## config.mk

```make
export PLATFORM = sky130hd
export DESIGN_NAME = frame_checker_statistics
export DESIGN_NICKNAME = d
export VERILOG_FILES = /design/src/rtl/fc_stats_pkg.sv /design/src/rtl/frame_checker_statistics.sv
export SDC_FILE = /design/constraint.sdc
export NUM_CORES = 1
export LEC_CHECK = 0
export ABC_AREA = 0
export BUFFER_PORTS_ARGS = -buffer_cell sky130_fd_sc_hd__buf_2
export CORE_AREA = 4 4 117 141
export CTS_CLUSTER_SIZE = 20
export DETAILED_ROUTE_END_ITERATION = 8
export DIE_AREA = 0 0 121 145
export HOLD_SLACK_MARGIN = 0.06
export PLACE_DENSITY = 0.78
export SLEW_MARGIN = 20
export SYNTH_ARGS = -nofsm -noshare
export SYNTH_HDL_FRONTEND = slang
export SYNTH_SLANG_ARGS = --single-unit
```

## constraint.sdc

```tcl
create_clock -name clk_sys -period 3.6 [get_ports clk_sys]
set_clock_uncertainty 0.15 [all_clocks]
set_input_delay 0.18 -clock clk_sys [delete_from_list [all_inputs] [get_ports clk_sys]]
set_output_delay 0.18 -clock clk_sys [all_outputs]
set_load 0.01 [all_outputs]
```

## src/rtl/fc_stats_pkg.sv

```systemverilog
package fc_stats_pkg;

  // Register offsets in the 16-bit register space.
  localparam logic [15:0] OFF_SUBSYS_IRQ_STATUS = 16'h0011;
  localparam logic [15:0] OFF_SUBSYS_IRQ_MASK = 16'h0021;
  localparam logic [15:0] OFF_CHECKER_ENABLE = 16'h8001;
  localparam logic [15:0] OFF_CHECKER_IRQ_ENABLE = 16'h8004;
  localparam logic [15:0] OFF_CHECK_SIDE_SELECT = 16'h8005;
  localparam logic [15:0] OFF_RX_ERROR_TOTAL = 16'h8008;
  localparam logic [15:0] OFF_FRAME_TOTAL_HIGH = 16'h8009;
  localparam logic [15:0] OFF_FRAME_TOTAL_LOW = 16'h800a;
  localparam logic [15:0] OFF_LENGTH_ERROR_TOTAL = 16'h800b;
  localparam logic [15:0] OFF_ALIGNMENT_ERROR_TOTAL = 16'h800c;
  localparam logic [15:0] OFF_SYMBOL_ERROR_TOTAL = 16'h800d;

  // Field positions.
  localparam int unsigned CTRL_BIT = 0;
  localparam int unsigned DIAG_IRQ_BIT = 14;

  // Reset values.
  localparam logic CHECKER_ENABLE_RST = 1'b1;
  localparam logic CHECKER_IRQ_ENABLE_RST = 1'b1;
  localparam logic CHECK_SIDE_SELECT_RST = 1'b0;
  localparam logic DIAG_IRQ_MASK_RST = 1'b0;
  localparam logic [15:0] COUNT16_RST = 16'h0000;
  localparam logic [31:0] COUNT32_RST = 32'h0000_0000;

  // Register port request, all fields valid in one cycle.
  typedef struct packed {
    logic [15:0] addr;
    logic [15:0] wdata;
    logic wr;
    logic rd;
  } reg_req_t;

  // Per-path frame status from the MII-side logic on the same clock.
  typedef struct packed {
    logic dv;
    logic er;
    logic frame_end;
    logic crc_err;
    logic len_err;
    logic align_err;
  } frame_tap_t;

endpackage

```

## src/rtl/frame_checker_statistics.sv

```systemverilog
`timescale 1ns/1ns
`default_nettype none

module frame_checker_statistics
  import fc_stats_pkg::*;
(
  // Clock and reset.
  input wire logic clk_sys,
  input wire logic rst,
  // Register port.
  input wire reg_req_t reg_req,
  output logic [15:0] rd_data_q,
  // Frame status taps.
  input wire frame_tap_t mac_tap,
  input wire frame_tap_t phy_tap,
  // Interrupt.
  output logic irq_q
);

  function automatic logic hit(input logic [15:0] addr, input logic [15:0] off);
    hit = (addr == off);
  endfunction

  logic enable_q;
  logic irq_en_q;
  logic side_q;
  logic diag_mask_q;
  logic diag_status_q;
  logic sym_seen_q;
  logic [31:0] frame_cnt_q;
  logic [15:0] crc_cnt_q;
  logic [15:0] len_cnt_q;
  logic [15:0] align_cnt_q;
  logic [15:0] sym_cnt_q;
  logic [15:0] rx_err_q;
  logic [31:0] frame_copy_q;
  logic [15:0] len_copy_q;
  logic [15:0] align_copy_q;
  logic [15:0] sym_copy_q;
  frame_tap_t tap;
  logic frame_done;
  logic sym_frame;
  logic err_evt;
  logic rd_err;
  logic rd_status;
  logic wr_status_clr;

  // Path selection.
  assign tap = side_q ? mac_tap : phy_tap;
  assign frame_done = enable_q && tap.frame_end;
  assign sym_frame = sym_seen_q || (tap.dv && tap.er);
  assign err_evt = frame_done
    && (tap.crc_err || tap.len_err || tap.align_err || sym_frame);
  assign rd_err = reg_req.rd && hit(reg_req.addr, OFF_RX_ERROR_TOTAL);
  assign rd_status = reg_req.rd && hit(reg_req.addr, OFF_SUBSYS_IRQ_STATUS);
  assign wr_status_clr = reg_req.wr && hit(reg_req.addr, OFF_SUBSYS_IRQ_STATUS)
    && reg_req.wdata[DIAG_IRQ_BIT];

  // Control registers.
  always_ff @(posedge clk_sys) begin
    if (rst) begin
      enable_q <= CHECKER_ENABLE_RST;
      irq_en_q <= CHECKER_IRQ_ENABLE_RST;
      side_q <= CHECK_SIDE_SELECT_RST;
      diag_mask_q <= DIAG_IRQ_MASK_RST;
    end else if (reg_req.wr) begin
      if (hit(reg_req.addr, OFF_CHECKER_ENABLE)) begin
        enable_q <= reg_req.wdata[CTRL_BIT];
      end
      if (hit(reg_req.addr, OFF_CHECKER_IRQ_ENABLE)) begin
        irq_en_q <= reg_req.wdata[CTRL_BIT];
      end
      if (hit(reg_req.addr, OFF_CHECK_SIDE_SELECT)) begin
        side_q <= reg_req.wdata[CTRL_BIT];
      end
      if (hit(reg_req.addr, OFF_SUBSYS_IRQ_MASK)) begin
        diag_mask_q <= reg_req.wdata[DIAG_IRQ_BIT];
      end
    end
  end

  // Symbol error seen somewhere inside the current frame.
  always_ff @(posedge clk_sys) begin
    if (rst) begin
      sym_seen_q <= 1'b0;
    end else if (frame_done || !enable_q) begin
      sym_seen_q <= 1'b0;
    end else if (tap.dv && tap.er) begin
      sym_seen_q <= 1'b1;
    end
  end

  // Running counters.
  always_ff @(posedge clk_sys) begin
    if (rst) begin
      frame_cnt_q <= COUNT32_RST;
      crc_cnt_q <= COUNT16_RST;
      len_cnt_q <= COUNT16_RST;
      align_cnt_q <= COUNT16_RST;
      sym_cnt_q <= COUNT16_RST;
    end else if (frame_done) begin
      frame_cnt_q <= frame_cnt_q + 32'h0000_0001;
      if (tap.crc_err) begin
        crc_cnt_q <= crc_cnt_q + 16'h0001;
      end
      if (tap.len_err) begin
        len_cnt_q <= len_cnt_q + 16'h0001;
      end
      if (tap.align_err) begin
        align_cnt_q <= align_cnt_q + 16'h0001;
      end
      if (sym_frame) begin
        sym_cnt_q <= sym_cnt_q + 16'h0001;
      end
    end
  end

  // Receive error total, cleared by its read; a same-cycle error survives.
  always_ff @(posedge clk_sys) begin
    if (rst) begin
      rx_err_q <= COUNT16_RST;
    end else if (rd_err) begin
      rx_err_q <= err_evt ? 16'h0001 : COUNT16_RST;
    end else if (err_evt) begin
      rx_err_q <= rx_err_q + 16'h0001;
    end
  end

  // Copies taken together on the read of the receive error total.
  always_ff @(posedge clk_sys) begin
    if (rst) begin
      frame_copy_q <= COUNT32_RST;
      len_copy_q <= COUNT16_RST;
      align_copy_q <= COUNT16_RST;
      sym_copy_q <= COUNT16_RST;
    end else if (rd_err) begin
      frame_copy_q <= frame_cnt_q;
      len_copy_q <= len_cnt_q;
      align_copy_q <= align_cnt_q;
      sym_copy_q <= sym_cnt_q;
    end
  end

  // Subsystem status bit: sticky, cleared by read or write-one, set wins.
  always_ff @(posedge clk_sys) begin
    if (rst) begin
      diag_status_q <= 1'b0;
    end else if (err_evt && irq_en_q) begin
      diag_status_q <= 1'b1;
    end else if (rd_status || wr_status_clr) begin
      diag_status_q <= 1'b0;
    end
  end

  // Interrupt output.
  always_ff @(posedge clk_sys) begin
    if (rst) begin
      irq_q <= 1'b0;
    end else begin
      irq_q <= diag_status_q && diag_mask_q;
    end
  end

  // Read data, valid in the cycle after the read strobe only.
  always_ff @(posedge clk_sys) begin
    if (rst) begin
      rd_data_q <= COUNT16_RST;
    end else if (!reg_req.rd) begin
      rd_data_q <= COUNT16_RST;
    end else begin
      case (reg_req.addr)
        OFF_SUBSYS_IRQ_STATUS: rd_data_q <= {1'b0, diag_status_q, 14'h0000};
        OFF_SUBSYS_IRQ_MASK: rd_data_q <= {1'b0, diag_mask_q, 14'h0000};
        OFF_CHECKER_ENABLE: rd_data_q <= {15'h0000, enable_q};
        OFF_CHECKER_IRQ_ENABLE: rd_data_q <= {15'h0000, irq_en_q};
        OFF_CHECK_SIDE_SELECT: rd_data_q <= {15'h0000, side_q};
        OFF_RX_ERROR_TOTAL: rd_data_q <= rx_err_q;
        OFF_FRAME_TOTAL_HIGH: rd_data_q <= frame_copy_q[31:16];
        OFF_FRAME_TOTAL_LOW: rd_data_q <= frame_copy_q[15:0];
        OFF_LENGTH_ERROR_TOTAL: rd_data_q <= len_copy_q;
        OFF_ALIGNMENT_ERROR_TOTAL: rd_data_q <= align_copy_q;
        OFF_SYMBOL_ERROR_TOTAL: rd_data_q <= sym_copy_q;
        default: rd_data_q <= COUNT16_RST;
      endcase
    end
  end
endmodule

`default_nettype wire

```

* Word level (Yosys, flattened, before mapping)
Index checks and enable logic that the tools add are counted.
** Cells by class
- Add/subtract/negate cells :: 5
- Bitwise operators :: 1
- Reductions and logical operators :: 27
- Muxes and demuxes :: 7
- Magnitude comparators :: 0
- Multiply operators :: 0
- Equal/unequal tests :: 11
- Shifts and indexed selects :: 0
- Div/mod/pow operators :: 0
** Operator list (count)
- 16-bit case mux with 11 select lines :: 1
- 16-bit equality test (second input constant) :: 9
- 16-bit by 1-bit adder with 16-bit output (second input constant) :: 4
- 32-bit by 1-bit adder with 32-bit output (second input constant) :: 1
- 16-bit 2-to-1 mux :: 2
- 16-bit by 5-bit equality test with 1-bit output (second input constant) :: 1
- 16-bit by 6-bit equality test with 1-bit output (second input constant) :: 1
- 2-bit AND reduction :: 7
- 1-bit logical AND :: 9
- 1-bit logical OR :: 6
- 6-bit 2-to-1 mux :: 1
- 2-bit nonzero test :: 2
- 2-bit OR reduction :: 2
- 1-bit 2-to-1 mux :: 3
- 1-bit logical NOT :: 1
- 1-bit NOT :: 1
** Storage, ports and cells
- Memories kept :: 0
- Bits of input ports :: 48
- Memory bits (writable) :: 0
- Bits in latches :: 0
- ROM bits :: 0
- Output and inout bits :: 17
- Register bits :: 199

* Longest topological paths before layout
- Word-level depth :: 7
- Mapped depth :: 8
- Gate-level depth less buffers :: 6

* Least setup slack after synthesis
Ideal clock, no wire load.
- Path kind :: flip-flop to flip-flop
- Start point :: register side_q
- End point :: register rx_err_q[1]
- Arrival :: 1801 ps
- Path slack :: 1523 ps
- Stages on the path, launching flop included :: 9
- Setup time :: 127 ps
- Data required time :: 3323 ps
- Clock period less this slack :: 2077 ps
- Path buffers :: 3
- Cells stage by stage :: dfxtp_1 buf_6 or3_4 a2111oi_4 o21a_4 buf_6 buf_8 mux2i_1 nor2_2
** On the way
- Cells in the longest elaborated chain, start to end :: 6
** Ends and longest elaborated chain
- start, declared :: line frame_checker_statistics.sv:26 : logic side_q;
- start signal, assigned :: line frame_checker_statistics.sv:74 : side_q <= reg_req.wdata[CTRL_BIT];
- 6-bit 2-to-1 mux * :: line frame_checker_statistics.sv:49 : assign tap = side_q ? mac_tap : phy_tap;
- 1-bit logical OR or 1-bit logical AND (tied branches) :: line frame_checker_statistics.sv:53, frame_checker_statistics.sv:51
- 1-bit logical OR (on tied branches) :: line frame_checker_statistics.sv:53, frame_checker_statistics.sv:51
- 1-bit logical OR :: line frame_checker_statistics.sv:53 : && (tap.crc_err || tap.len_err || tap.align_err || sym_frame);
- 1-bit logical AND * :: line frame_checker_statistics.sv:53
- 2-bit nonzero test (no source line) *
- end signal, assigned :: line frame_checker_statistics.sv:123 : rx_err_q <= err_evt ? 16'h0001 : COUNT16_RST;
- end signal, assigned :: line frame_checker_statistics.sv:125 : rx_err_q <= rx_err_q + 16'h0001;
- end, declared :: line frame_checker_statistics.sv:35 : logic [15:0] rx_err_q;
Mark *: on every way between the ends. The rest lies on a longest branch, timed or not.
A chain may end at the register's enable or synchronous reset.

* Worst setup path in the final report
- Start point :: input reg_req[23] in the netlist's numbering
- End point :: register enable_q
** On the way
- Cells in the longest elaborated chain, start to end :: 2
** Ends and longest elaborated chain
- start, declared :: line frame_checker_statistics.sv:11 : input wire reg_req_t reg_req,
- 16-bit equality test :: line frame_checker_statistics.sv:21 : hit = (addr == off);
- 2-bit AND reduction (no source line)
- end signal, assigned :: line frame_checker_statistics.sv:68 : enable_q <= reg_req.wdata[CTRL_BIT];
- end, declared :: line frame_checker_statistics.sv:24 : logic enable_q;
Every way passes these cells.

==> reports/summary.txt <==
status: finished clean
Vias: 7527
setup ws final: 0.8992 ns
largest family of logic cells by synthesized area: simple AND/OR/NAND/NOR gates
first-iteration detailed-routing DRC count: 652
share of layout cells above drive strength 1: 0.1149
Reg-to-Reg End: rx_err_q[14]
Layout area overhead: 11.01%
die area: 17550 um^2
total congestion overflow: 0
Post-CTS Setup Bufs: 0
setup TNS: 0 ns
filler instances: 1256
Post-Syn Nets: 1091
placed cell count: 1243
CTS clk-pin slew, worst paths: 0.07 ns
reg2reg path depth: 5
root buffer cell: clkbuf_16
hold endpoint: diag_status_q
max cap viols: 0
Final period util: 0.7502
pin count of the biggest net entering global routing: 83
crit end category: flip-flop
placed wire-length estimate: 14570 um
Min-Delay Path Class: input pin to flip-flop
vias in the first global route: 7070
Max VDD drop: 0.3637 mV
Starting Density: 0.5923
CP Max Fanout: 4
worst slew pin tran: 0.9212 ns
routed len/inst: 16.42 um
global router's overall resource usage: 0.2425
Nets: 1122
Sink Count: 199
post-synthesis adder-cell area fraction: 0.007031
# H-tree levels: 4
Setup crit start kind: input pin
drt pass-1 iters: 5
WP data arrival: 2.87 ns
R2R Setup Slk: 1.18 ns
Mapped Cells: 1038
CTS tree: built
Die Height: 145 um
fmax: 370.3 MHz
width of the die: 121 um
mux cell area share after synthesis: 0.05006
final setup vio count: 0
I/O Buffers: 50
EDFF count, synth: 0
Synth async-reset ratio: 0
Vias/cell: 5.862
Post-Syn Area: 8897 um^2
Post-Route Utilization: 0.6576
fin cells: 1284
critical path startpoint: reg_req[23]
syn_area_per_cell: 8.572 um^2
Post-Synth Simple-Gate Area: 0.2651
Antenna Nets Post-Route: 0
final instance area: 9877 um^2
Seq. cell area: 3984 um^2
register area share after synthesis: 0.4478
post-synthesis cell type count: 65
CP required: 3.77 ns
Max-slew headroom: 0.3762
Post-route DRC: 0
Compound-Gate Fraction of Synth Area: 0.1328
antenna violations before repair: 0
GP Congestion: 0.8639
Slew Limit Fails: 0
PwrDens: 417.7 nW/um^2
Placed Area: 9235 um^2
FP Rows: 49
global-route wire length before repair: 34670 um
multi-input logic area: 4603 um^2
YS warnings: 0
Num CTS Buffers: 17
WL final: 21090 um
unrepaired setup endpoints after global routing: no
pre-CTS WS: 1.162 ns
Yosys reg bits: 199
WHS Path Cells: 4
ys flop type: dfxtp_1
Hold Startpoint: reg_req[33]
Final Hold Vio Count: 0
clk buf depth: 2
Static Leak: 3.251 nW
xor/xnor share of the synthesized area: 0.06103
core area: 15020 um^2
fin crit period: 2.701 ns
worst-skew pair later-pin latency: 0.43 ns
r2r startpoint: side_q
Ports: 65
CP Class: input pin to flip-flop
==> report_power, final <==
group | leakage [nW] | switching (mW) | internal [mW]
Combinational | 1.40 | 0.0975 | 0.0580
Clock | 0.247 | 0.785 | 0.958
Sequential | 1.60 | 0.0148 | 2.21
==> how the worst max path moves through the flow <==
stage                                to  slack (ns)
after floorplan             rx_err_q[1]        1.52
after global placement    rd_data_q[10]        1.18
after detailed placement  rd_data_q[10]        1.16
after CTS                   diag_mask_q        0.91
after global routing        diag_mask_q        0.72
final                          enable_q        0.90
==> sequential cells by signal, indices dropped and copies added, names as in the netlist <==
register / count
align_cnt_q: 16
sym_seen_q: 1
irq_q: 1
frame_cnt_q: 32
diag_status_q: 1
side_q: 1
rx_err_q: 16
align_copy_q: 16
sym_copy_q: 16
irq_en_q: 1
sym_cnt_q: 16
rd_data_q: 16
frame_copy_q: 32
enable_q: 1
diag_mask_q: 1
len_copy_q: 16
len_cnt_q: 16
==> critical path, stage by stage <==
cell and delay [ns]:
dlygate4sd3_1 0.54, buf_2 0.14, nor3b_1 0.26, and3_1 0.31, nand3_1 0.12, mux2i_1 0.15, dlygate4sd3_1 0.57, nand2_1 0.05
dlygate4sd3_1 0.55
==> repair_timing <==
item	in CTS	in global routing
resized for setup	0	0
hold endpoints to repair	16	0
hold buffers	11	0
==> layout make-up <==
class	count	share of cell area
inverter	14	0.005320
timing repair buffer	71	0.04560
antenna	1	0.0002534
sequential	199	0.4033
clock inverter	8	0.007981
multi-input combinational	766	0.4660
tap	204	0.02584
clock buffer	21	0.04560
==> cells in the final DEF (no fill, tap or decap), types with 3 or more instances in the layout <==
cell type / count
inv_1: 14
buf_2: 49
clkbuf_16: 17
dlygate4sd3_1: 11
mux2i_1: 7
a22oi_1: 15
nor2_1: 87
nand3_1: 31
and3b_1: 3
and4_1: 13
or4_1: 12
xnor2_1: 41
mux4_2: 16
ha_1: 5
nor3_1: 15
dfxtp_1: 199
o21ai_1: 8
or3_1: 19
o31ai_1: 9
a21oi_1: 111
clkinvlp_4: 4
o2111ai_1: 3
a22o_1: 15
clkbuf_1: 3
and2_1: 5
nand2_1: 206
o21ai_0: 14
nor4_1: 18
nand4_1: 22
buf_4: 10
and3_1: 23
xor2_1: 21
nor2b_1: 3
==> cells by family (layout without fill, tap and decap cells) <==
logic type / after synthesis / count (layout)
simple gates: 482 / 482
compound gates: 193 / 193
fa+ha+maj: 5 / 5
buf+inv: 73 / 114
flops: 199 / 199
mux: 24 / 24
other cells: 0 / 1
xor+xnor: 62 / 62
==> routing by layer <==
metal | part of all wire | GRT usage
met5 | 0 | 0
met3 | 0.051 | 0.04671
met2 | 0.50 | 0.4042
met4 | 0.024 | 0.08333
met1 | 0.43 | 0.3145
==> synth_stat cells (13+ instances only) <==
master,n,share of area
nand2_1,206,0.087
dfxtp_1,199,0.45
a21oi_1,111,0.062
nor2_1,88,0.037
xnor2_1,41,0.040
clkbuf_1,40,0.017
nand3_1,32,0.018
and3_1,23,0.016
nand4_1,22,0.015
xor2_1,21,0.021
or3_1,19,0.013
nor4_1,18,0.013
mux4_2,16,0.041
a22o_1,15,0.015
a22oi_1,15,0.013
buf_2,15,0.0084
nor3_1,15,0.0084
inv_1,14,0.0059
o21ai_0,14,0.0079
and4_1,13,0.013
==> metrics by stage <==
step,total power [mW],hold slack (ns)
after global placement,2.421,0.2864
final,4.125,0.06471
after global routing,4.266,0.1041
after detailed placement,2.424,0.2939
after floorplan,2.378,0.1551
after CTS,4.156,0.06248
No activity file was read; power rests on OpenSTA's default activity.
